--- config.mk ---
export PLATFORM = sky130hd
export DESIGN_NAME = updown_counter_16bit_serial
export DESIGN_NICKNAME = d
export VERILOG_FILES = /design/src/rtl/updown_pkg.sv /design/src/rtl/count_cell.sv /design/src/rtl/updown_counter_16bit_serial.sv
export SDC_FILE = /design/constraint.sdc
export NUM_CORES = 1
export LEC_CHECK = 0
export ABC_AREA = 1
export BUFFER_PORTS_ARGS = -buffer_cell sky130_fd_sc_hd__buf_4
export CAP_MARGIN = 25
export CORE_MARGIN = 2
export CORE_UTILIZATION = 47
export CTS_CLUSTER_DIAMETER = 30
export CTS_CLUSTER_SIZE = 40
export DETAILED_ROUTE_END_ITERATION = 6
export GPL_TIMING_DRIVEN = 0
export MAX_ROUTING_LAYER = met4
export PLACE_DENSITY = 0.82
export SLEW_MARGIN = 10
export SYNTH_ARGS = -nofsm -noshare
export SYNTH_HDL_FRONTEND = slang
export SYNTH_SLANG_ARGS = --single-unit
--- constraint.sdc ---
create_clock -name clk -period 2 [get_ports clk]
set_clock_uncertainty 0.05 [all_clocks]
set_input_delay 0.2 -clock clk [delete_from_list [all_inputs] [get_ports clk]]
set_output_delay 0.2 -clock clk [all_outputs]
set_load 0.01 [all_outputs]
--- src/rtl/updown_pkg.sv ---
// Purpose: Shared constants for the 16-bit up/down event counter with serial readout
// Assumes: 50 MHz system clock, all pins asynchronous to it
// Notes:   Byte addresses on the register bus, one aligned 32-bit word per register
package updown_pkg;

    // ========================================================================
    // Widths
    // ========================================================================
    localparam int CELL_W    = 8;
    localparam int COUNT_W   = 16;
    localparam int AV_ADDR_W = 4;
    localparam int AV_DATA_W = 32;
    localparam int AV_BE_W   = 4;

    // ========================================================================
    // Register map
    // ========================================================================
    localparam logic [AV_ADDR_W-1:0] OFS_CTRL   = 4'h0;
    localparam logic [AV_ADDR_W-1:0] OFS_COUNT  = 4'h4;
    localparam logic [AV_ADDR_W-1:0] OFS_STATUS = 4'h8;

    localparam int CTRL_EN_BIT    = 0;
    localparam int CTRL_DSEL_BIT  = 1;
    localparam int CTRL_SWDIR_BIT = 2;
    localparam int CTRL_CLR_BIT   = 3;
    localparam int CTRL_BE_BIT    = 0;

    localparam int ST_DIR_BIT  = 0;
    localparam int ST_TERM_BIT = 1;
    localparam int ST_SEL_BIT  = 2;
    localparam int ST_RST_BIT  = 3;

    localparam logic CTRL_EN_RST    = 1'b1;
    localparam logic CTRL_DSEL_RST  = 1'b0;
    localparam logic CTRL_SWDIR_RST = 1'b1;

    localparam logic [AV_DATA_W-1:0] RDATA_NONE = 32'h0000_0000;

    // ========================================================================
    // Pin vector layout
    // ========================================================================
    localparam int PIN_W     = 5;
    localparam int PIN_CNT   = 0;
    localparam int PIN_DIR   = 1;
    localparam int PIN_RST   = 2;
    localparam int PIN_SCLK  = 3;
    localparam int PIN_CSN   = 4;
    // Idle levels: chip select high, everything else low
    localparam logic [PIN_W-1:0] PIN_IDLE = 5'h10;

endpackage

--- src/rtl/count_cell.sv ---
// Purpose: One counting cell: increment, decrement or hold on each step
// Assumes: step is a one-cycle enable on clk
// Notes:   Wraps freely at both ends; clear has priority over step
`timescale 1ns/10ps
module count_cell #(
    parameter int W = updown_pkg::CELL_W
) (
    input  wire logic         clk,      // System clock
    input  wire logic         rst_n,    // Asynchronous reset, active low
    input  wire logic         step,     // Counted pulse, one cycle
    input  wire logic         clear,    // Synchronous clear to zero
    input  wire logic         up,       // 1 counts up, 0 counts down
    input  wire logic         keep,     // 1 holds the value on a step
    output logic [W-1:0]      value,    // Present cell value
    output logic              terminal  // At terminal value for the direction
);

    typedef struct packed {
        logic [W-1:0] value;
    } cell_state_t;

    cell_state_t st_r;
    cell_state_t st_nxt;

    // ========================================================================
    // Next state
    // ========================================================================
    always_comb begin
        st_nxt = st_r;
        if (clear) begin
            st_nxt.value = '0;
        end else if (step && !keep) begin
            if (up) begin
                st_nxt.value = st_r.value + W'(1);
            end else begin
                st_nxt.value = st_r.value - W'(1);
            end
        end
    end

    always_ff @(posedge clk or negedge rst_n) begin
        if (!rst_n) begin
            st_r <= '0;
        end else begin
            st_r <= st_nxt;
        end
    end

    assign value = st_r.value;
    assign terminal = up ? (st_r.value == {W{1'b1}}) : (st_r.value == '0);

endmodule

--- src/rtl/updown_counter_16bit_serial.sv ---
// Purpose: 16-bit bidirectional event counter, two cascaded 8-bit cells,
//          count shifted out on a serial peripheral port and readable on Avalon-MM
// Assumes: All pins asynchronous to clk; counted pulses and serial clock are
//          much slower than clk (each level held at least three clk cycles)
// Notes:   Serial readout is mode 0, MSB first, snapshot taken at chip select fall
`timescale 1ns/10ps
module updown_counter_16bit_serial (
    input  wire logic                               clk,             // System clock, 50 MHz
    input  wire logic                               rst_n,           // Async reset, active low
    input  wire logic                               count_clk_pin,   // Counted pulses
    input  wire logic                               count_up_pin,    // Direction, high is up
    input  wire logic                               count_rst_pin,   // Count clear, high
    input  wire logic                               spi_sclk,        // Serial clock from host
    input  wire logic                               spi_cs_n,        // Chip select, active low
    output logic                                    spi_miso,        // Serial data to host
    output logic                                    spi_miso_oe,     // Drive enable for miso
    output logic [updown_pkg::COUNT_W-1:0]          count,           // Running count
    input  wire logic [updown_pkg::AV_ADDR_W-1:0]   avs_address,     // Byte address
    input  wire logic                               avs_read,        // Read request
    input  wire logic                               avs_write,       // Write request
    input  wire logic [updown_pkg::AV_DATA_W-1:0]   avs_writedata,   // Write data
    input  wire logic [updown_pkg::AV_BE_W-1:0]     avs_byteenable,  // Byte enables
    output logic [updown_pkg::AV_DATA_W-1:0]        avs_readdata,    // Read data
    output logic                                    avs_waitrequest  // Stall, high
);

    // ========================================================================
    // State
    // ========================================================================
    typedef struct packed {
        logic [updown_pkg::PIN_W-1:0]     meta;
        logic [updown_pkg::PIN_W-1:0]     sync;
        logic [updown_pkg::PIN_W-1:0]     prev;
        logic                             count_en;
        logic                             dir_sel;
        logic                             sw_dir;
        logic                             sw_clear;
        logic                             waitreq;
        logic [updown_pkg::AV_DATA_W-1:0] rdata;
        logic [updown_pkg::COUNT_W-1:0]   shift;
        logic                             miso;
        logic                             miso_oe;
    } top_state_t;

    top_state_t st_r;
    top_state_t st_nxt;

    logic [updown_pkg::PIN_W-1:0]   pins;
    logic [updown_pkg::CELL_W-1:0]  upper_value;
    logic [updown_pkg::CELL_W-1:0]  lower_value;
    logic                           lower_terminal;
    logic                           step;
    logic                           clear;
    logic                           dir_up;
    logic                           cs_fall;
    logic                           sclk_fall;
    logic                           spi_sel;
    logic [updown_pkg::COUNT_W-1:0] count_now;

    // ========================================================================
    // Pin gathering
    // ========================================================================
    always_comb begin
        pins = '0;
        pins[updown_pkg::PIN_CNT]  = count_clk_pin;
        pins[updown_pkg::PIN_DIR]  = count_up_pin;
        pins[updown_pkg::PIN_RST]  = count_rst_pin;
        pins[updown_pkg::PIN_SCLK] = spi_sclk;
        pins[updown_pkg::PIN_CSN]  = spi_cs_n;
    end

    // ========================================================================
    // Decoded events, all from the second synchroniser stage onward
    // ========================================================================
    // one step for both cells
    assign step = st_r.count_en
                  && st_r.sync[updown_pkg::PIN_CNT]
                  && !st_r.prev[updown_pkg::PIN_CNT];

    assign clear = st_r.sync[updown_pkg::PIN_RST] || st_r.sw_clear;

    assign dir_up = st_r.dir_sel ? st_r.sw_dir : st_r.sync[updown_pkg::PIN_DIR];

    assign spi_sel   = !st_r.sync[updown_pkg::PIN_CSN];
    assign cs_fall   = st_r.prev[updown_pkg::PIN_CSN] && spi_sel;
    assign sclk_fall = spi_sel
                       && st_r.prev[updown_pkg::PIN_SCLK]
                       && !st_r.sync[updown_pkg::PIN_SCLK];

    assign count_now = {upper_value, lower_value};

    // ========================================================================
    // Counting cells
    // ========================================================================
    // lower cell changes on every step
    count_cell #(
        .W        (updown_pkg::CELL_W)
    ) lower_count_cell (
        .clk      (clk),
        .rst_n    (rst_n),
        .step     (step),
        .clear    (clear),
        .up       (dir_up),
        .keep     (1'b0),
        .value    (lower_value),
        .terminal (lower_terminal)
    );

    // upper held unless lower is terminal
    count_cell #(
        .W        (updown_pkg::CELL_W)
    ) upper_count_cell (
        .clk      (clk),
        .rst_n    (rst_n),
        .step     (step),
        .clear    (clear),
        .up       (dir_up),
        .keep     (!lower_terminal),
        .value    (upper_value),
        .terminal ()
    );

    // ========================================================================
    // Next state
    // ========================================================================
    always_comb begin
        st_nxt = st_r;

        // Two-stage synchroniser, then one stage for edge finding
        st_nxt.meta = pins;
        st_nxt.sync = st_r.meta;
        st_nxt.prev = st_r.sync;

        // Software clear lasts one cycle
        st_nxt.sw_clear = 1'b0;

        // --------------------------------------------------------------------
        // Register bus: answer one cycle after the request is seen
        // --------------------------------------------------------------------
        if (!st_r.waitreq) begin
            st_nxt.waitreq = 1'b1;
            if (avs_write && avs_address == updown_pkg::OFS_CTRL
                && avs_byteenable[updown_pkg::CTRL_BE_BIT]) begin
                st_nxt.count_en = avs_writedata[updown_pkg::CTRL_EN_BIT];
                st_nxt.dir_sel  = avs_writedata[updown_pkg::CTRL_DSEL_BIT];
                st_nxt.sw_dir   = avs_writedata[updown_pkg::CTRL_SWDIR_BIT];
                st_nxt.sw_clear = avs_writedata[updown_pkg::CTRL_CLR_BIT];
            end
        end else if (avs_read || avs_write) begin
            st_nxt.waitreq = 1'b0;
            st_nxt.rdata   = updown_pkg::RDATA_NONE;
            if (avs_read) begin
                if (avs_address == updown_pkg::OFS_CTRL) begin
                    st_nxt.rdata[updown_pkg::CTRL_EN_BIT]    = st_r.count_en;
                    st_nxt.rdata[updown_pkg::CTRL_DSEL_BIT]  = st_r.dir_sel;
                    st_nxt.rdata[updown_pkg::CTRL_SWDIR_BIT] = st_r.sw_dir;
                end else if (avs_address == updown_pkg::OFS_COUNT) begin
                    st_nxt.rdata[updown_pkg::COUNT_W-1:0] = count_now;
                end else if (avs_address == updown_pkg::OFS_STATUS) begin
                    st_nxt.rdata[updown_pkg::ST_DIR_BIT]  = dir_up;
                    st_nxt.rdata[updown_pkg::ST_TERM_BIT] = lower_terminal;
                    st_nxt.rdata[updown_pkg::ST_SEL_BIT]  = spi_sel;
                    st_nxt.rdata[updown_pkg::ST_RST_BIT]  =
                        st_r.sync[updown_pkg::PIN_RST];
                end
            end
        end

        // --------------------------------------------------------------------
        // Serial readout
        // --------------------------------------------------------------------
        // snapshot so both bytes belong together
        if (cs_fall) begin
            st_nxt.shift   = count_now;
            st_nxt.miso    = count_now[updown_pkg::COUNT_W-1];
            st_nxt.miso_oe = 1'b1;
        end else if (!spi_sel) begin
            st_nxt.miso_oe = 1'b0;
            st_nxt.miso    = 1'b0;
        end else if (sclk_fall) begin
            // next bit after falling serial clock
            st_nxt.shift = {st_r.shift[updown_pkg::COUNT_W-2:0], 1'b0};
            st_nxt.miso  = st_r.shift[updown_pkg::COUNT_W-2];
        end
    end

    // ========================================================================
    // Registers
    // ========================================================================
    always_ff @(posedge clk or negedge rst_n) begin
        if (!rst_n) begin
            st_r          <= '0;
            st_r.meta     <= updown_pkg::PIN_IDLE;
            st_r.sync     <= updown_pkg::PIN_IDLE;
            st_r.prev     <= updown_pkg::PIN_IDLE;
            st_r.count_en <= updown_pkg::CTRL_EN_RST;
            st_r.dir_sel  <= updown_pkg::CTRL_DSEL_RST;
            st_r.sw_dir   <= updown_pkg::CTRL_SWDIR_RST;
            st_r.waitreq  <= 1'b1;
        end else begin
            st_r <= st_nxt;
        end
    end

    // ========================================================================
    // Outputs
    // ========================================================================
    assign spi_miso        = st_r.miso;
    assign spi_miso_oe     = st_r.miso_oe;
    assign count           = count_now;
    assign avs_readdata    = st_r.rdata;
    assign avs_waitrequest = st_r.waitreq;

endmodule

# After elaboration in Yosys (flattened, before gate mapping)
# Index checks and enable logic that the tools add are counted.
[word_totals] reg_bits=69 output_inout_bits=51
[op_classes] n_bitwise=1 muxes=23 eq_ne=4 n_reduce_logical=23 addsub=4
[ops] op="$mux W8" n=6
[ops] op="$mux W33" n=1
[ops] op="$mux W16" n=2
[ops] op="$mux W17" n=1
[ops] op="$add A8 B1 Y8 const B" n=2
[ops] op="$sub A8 B1 Y8 const B" n=2
[ops] op="$mux W15" n=1
[ops] op="$mux W13" n=1
[ops] op="$mux W12" n=1
[ops] op="$eq A8 B8 Y1 const B" n=1
[ops] op="$logic_and A1 B1 Y1" n=8
[ops] op="$logic_not A8 Y1" n=1
[ops] op="$mux W4" n=2
[ops] op="$reduce_bool A2 Y1" n=4
[ops] op="$mux W1" n=7
[ops] op="$reduce_and A2 Y1" n=3
[ops] op="$eq A4 B3 Y1 const B" n=1
[ops] op="$eq A4 B4 Y1 const B" n=1
[ops] op="$logic_not A4 Y1" n=1
[ops] op="$logic_not A1 Y1" n=3
[ops] op="$mux W3" n=1
[ops] op="$reduce_bool A3 Y1" n=1
[ops] op="$logic_or A1 B1 Y1" n=2
[ops] op="$ne A2 B1 Y1 const B" n=1
[ops] op="$not A1 Y1" n=1

# Longest topological paths before layout
[logic_depth] ltp_word=8 ltp_mapped=14

# By module
# A second synthesis with hierarchy kept.
[hier_totals] cells_unflattened=479 hier_area_um2=3947.5
[by_module_without_submodules] mod="updown_counter_16bit_serial" seq_area_each_um2=1283.7 area_each_um2=2491.1 cells_per_inst=285 instances=1
[by_module_without_submodules] mod="count_cell" seq_area_each_um2=200.2 area_each_um2=728.2 cells_per_inst=97 instances=2

# Least setup slack after synthesis
# No wires, ideal clock.
[synth_path] path_type="register -> register" startpoint="reg st_r[52] (netlist bit)" endpoint="reg upper_count_cell.st_r, in the netlist upper_count_cell.value[6]" setup_ns=0.118 t_arrival_ns=1.748 slack_ns=0.085 period_less_slack_ns=1.915 path_stages_with_launch=11 t_required_ns=1.832 path_cell_list="dfstp_2 -> nand2_2 -> nand2_4 -> inv_1 -> ha_1 -> nand2_1 -> inv_1 -> o21ai_0 -> nand4_1 -> nand3_1 -> nand2_1"
[synth_via] elab_chain_cells=4 word_cells_on_any_way=7
[synth_lines] element="start, declared" line="updown_counter_16bit_serial.sv:45" text="top_state_t st_r;"
[synth_lines] element="start signal, assigned" line="updown_counter_16bit_serial.sv:201" text="st_r <= st_nxt;"
[synth_lines] element="$mux W1 *" line="updown_counter_16bit_serial.sv:82" text="assign dir_up = st_r.dir_sel ? st_r.sw_dir : st_r.sync[updown_pkg::PIN_DIR];"
[synth_lines] element="$mux W8 / $mux W1 (equally long branches)" line="count_cell.sv:33, count_cell.sv:50"
[synth_lines] element="$mux W8 / $logic_and A1 B1 Y1 (equally long branches)" line="count_cell.sv:32" text="end else if (step && !keep) begin"
[synth_lines] element="$mux W8 / $reduce_bool A2 Y1 (equally long branches)"
[synth_lines] element="end signal, assigned" line="count_cell.sv:45" text="st_r <= st_nxt;"
[synth_lines] element="end, declared" line="count_cell.sv:22" text="cell_state_t st_r;"
# Every way passes the cells marked *; elsewhere a longest branch is shown, timed or not. The select of a mux whose other input is x is not followed.
# A chain may end at the register's enable or synchronous reset.

# Final worst setup path
[layout_path] startpoint="reg st_r[52] (netlist bit)" endpoint="reg upper_count_cell.st_r, in the netlist upper_count_cell.value[4]"
# Same word-level chain as after synthesis.

==> results.sh <==
export IMPL_outcome="finished with violations"
export IMPL_violations="setup timing"
export IMPL_hp_class="in2reg"
export IMPL_maxSlewViolCount=0
export IMPL_dpl_cell_area_sq_um=4260
export IMPL_stdcell_count=662
export IMPL_post_place_ws_ns=-0.243
export IMPL_start_kind="register"
export IMPL_drtIter0Drc=255
export IMPL_ys_ff_latch=67
export IMPL_vdd_ir_drop_max_mv=0.416
export IMPL_die_h_um=92.5
export IMPL_path_clk_slew_ns=0.08
export IMPL_layout_commonest_cell="nand2_1"
export IMPL_arrival_ns=2.29
export IMPL_first_global_vias=3197
export IMPL_syn_area_sq_um=3680
export IMPL_p_sw_mw=1.75
export IMPL_crit_required_ns=2.24
export IMPL_port_buffers=52
export IMPL_cts_tree="done"
export IMPL_grt_start_max_net_pins=68
export IMPL_vias=3370
export IMPL_synthCells=454
export IMPL_p_seq_share_pct=35.3
export IMPL_drt_vias_per_instance=5.09
export IMPL_p_clk_share_pct=26.3
export IMPL_period_share_pct=102
export IMPL_dieArea_sq_um=8560
export IMPL_ys_flop_type="dfrtp_1"
export IMPL_layout_drive_gt1_share_pct=34.1
export IMPL_setup_slack_ns=-0.0462
export IMPL_cp_top_family="simple AND/OR/NAND/NOR gates"
export IMPL_nFillCells=566
export IMPL_root_buffer="clkbuf_8"
export IMPL_area_growth_pct=34.8
export IMPL_synth_edff_count=0
export IMPL_power_density_nw_per_um2=983
export IMPL_clk_latency_ns=0.35
export IMPL_grt_pass1_wl_um=15000
export IMPL_hold_slack_ns=0.0166
export IMPL_cap_violations=0
export IMPL_crit_top_cell="nand2_1"
export IMPL_slowest_stage="dfstp_2"
export IMPL_dr_pass1_iters=5
export IMPL_avgSynthCellArea_sq_um=8.11
export IMPL_place_hpwl_um=6100
export IMPL_rows=32
export IMPL_tightest_slew_ns=0.839
export IMPL_grtUsageTotal_pct=23.0
export IMPL_p_int_mw=3.13
export IMPL_synth_distinct_cells=36
export IMPL_setup_violations=6
export IMPL_combPwrFrac_pct=38.4
export IMPL_ys_seq_area_share_pct=45.7
export IMPL_ant_nets=0
export IMPL_final_min_clock_period_ns=2.05
export IMPL_gr_total_overflow=0
export IMPL_numCtsBuffers=9
export IMPL_wl_um=9300
export IMPL_design_area_sq_um=4960
export IMPL_critPathKind="reg2reg"
export IMPL_gp_congestion=0.919
export IMPL_finalHoldViolations=0
export IMPL_cts_path_max_buffers=2
export IMPL_diodes=0
export IMPL_cp_buffers_inverters=4
export IMPL_crit_chain="nand2_4 > nand2_8 > buf_12 > clkinvlp_4 > buf_6 > ha_4 > nand2_2 > inv_2 > nand2_1 > nand2_1 > nand2_1 > nand2_1 > nor2_1 > nand3_1 > nand2_1"
export IMPL_dp_cells=623
export IMPL_final_cell_mix="nand2_1, buf_4, dfrtp_1, inv_1, nand3_1"
export IMPL_power_mw=4.88
export IMPL_dieWidth_um=92.5
export IMPL_max_slew_margin_rel_pct=44.0
export IMPL_initial_core_util_pct=48.2
export IMPL_swShare_pct=35.8
export IMPL_worst_path_max_fanout=3
export IMPL_ios=100
export IMPL_leakage_nw=2.56
export IMPL_fin_util_pct=64.9
export IMPL_fin_nets=618
export IMPL_rsz0062_at_grt="true"
export IMPL_slowest_delay_ns=0.57
export IMPL_drc_errors=0
export IMPL_drt_wirelength_per_cell_um=14.0
export IMPL_core_sq_um=7650
export IMPL_clock_sinks=67
export IMPL_endpoint_kind="register"
export IMPL_synthArstFlopShare_pct=100
export IMPL_tns_ns=-0.195
export IMPL_yosys_warnings=0
export IMPL_htree_levels=3
export IMPL_antenna_found_initial=0
export IMPL_clock_fmax_ghz=0.489
==> power groups by stage <==
stage	Combinational, mW	Clock (mW)	Sequential [mW]
after floorplan	0.881	0	1.68
after global placement	1.20	0	1.71
after detailed placement	1.25	0	1.72
after CTS	1.57	1.29	1.71
after global routing	2.04	1.34	1.74
final	1.87	1.28	1.72
==> cells by family (layout without fill, tap and decap cells) <==
| logic type | after synthesis | after routing | share of synthesized area, % |
|---|---|---|---|
| compound gates | 53 | 53 | 8.56 |
| xor+xnor | 3 | 3 | 0.714 |
| fa+ha+maj | 14 | 14 | 5.16 |
| buf+inv | 88 | 179 | 12.6 |
| flops | 67 | 67 | 45.7 |
| other cells | 1 | 16 | 0.102 |
| simple gates | 228 | 228 | 27.1 |
==> final timing paths <==
check	slack, ns	cells after the start	start	to
worst max-delay path	-0.05	15	st_r[52]$_DFFE_PN1P_	upper_count_cell.value[4]$_DFFE_PN0P_
worst min-delay path	0.02	3	avs_writedata[2]	st_r[52]$_DFFE_PN1P_
worst max register to register	-0.05	15	st_r[52]$_DFFE_PN1P_	upper_count_cell.value[4]$_DFFE_PN0P_
worst min register to register	0.30	0	st_nxt[60]$_DFF_PN0_	st_nxt[55]$_DFF_PN0_
max in group asynchronous	0.90	2	rst_n	st_r[9]$_DFFE_PN0P_
min in group asynchronous	0.41	2	rst_n	avs_readdata[10]$_DFFE_PN0P_
==> synthesized netlist by cell type (2+ instances only) <==
library cell | count | share of area [%]
a21oi_1 | 7 | 0.95
a31oi_1 | 14 | 2.4
buf_2 | 3 | 0.41
buf_4 | 33 | 6.7
dfrtp_1 | 61 | 41
dfstp_2 | 6 | 4.3
fa_1 | 2 | 1.1
ha_1 | 12 | 4.1
inv_1 | 44 | 4.5
inv_2 | 4 | 0.41
nand2_1 | 131 | 13
nand2_2 | 5 | 0.85
nand2_4 | 4 | 1.2
nand3_1 | 44 | 6.0
nand3_2 | 2 | 0.54
nand4_1 | 5 | 0.85
nor2_1 | 30 | 3.1
nor2_2 | 4 | 0.68
o21ai_0 | 23 | 3.1
o22ai_1 | 3 | 0.51
xnor2_1 | 2 | 0.48
==> state kept, by name, indices dropped and copies added (netlist names) <==
name	count
st_nxt	10
spi_miso_oe	1
avs_waitrequest	1
avs_readdata	16
upper_count_cell.value	8
lower_count_cell.value	8
spi_miso	1
st_r	22
==> layout make-up <==
| class | count | area, sq um | share of cell area [%] |
|---|---|---|---|
| buffer | 39 | 282 | 5.67 |
| clock buffer | 10 | 138 | 2.77 |
| clock inverter | 6 | 88.8 | 1.79 |
| inverter | 49 | 188 | 3.78 |
| multi-input combinational | 314 | 1840 | 37.1 |
| sequential | 67 | 1690 | 34.0 |
| tap | 102 | 128 | 2.57 |
| timing repair buffer | 74 | 607 | 12.2 |
| timing repair inverter | 1 | 7.51 | 0.151 |
==> metal layers <==
layer  global-route usage, %  part of all wire [%]  routed length (um)
met2                    38.3                    50                4690
met5                       -                     0                   0
met1                    27.5                    42                3860
met3                    3.50                   5.8                 542
met4                    11.2                   2.2                 205
==> worst register-to-register path, stage by stage (launching register included) <==
cell and delay, ns:
dfstp_2 0.57, nand2_4 0.08, nand2_8 0.10, buf_12 0.11, clkinvlp_4 0.09, buf_6 0.15
ha_4 0.25, nand2_2 0.06, inv_2 0.04, nand2_1 0.06, nand2_1 0.07, nand2_1 0.07
nand2_1 0.05, nor2_1 0.11, nand3_1 0.08, nand2_1 0.08
==> timing repair <==
action / in CTS / in global routing
endpoints found under the setup margin: 10 / 9
cloned: 1 / 0
hold buffers: 6 / 0
hold endpoints to repair: 66 / 0
buffers inserted: 9 / 7
gates resized for setup: 19 / 35
pin swaps: 5 / 26
(Power assumes the default switching activity.)
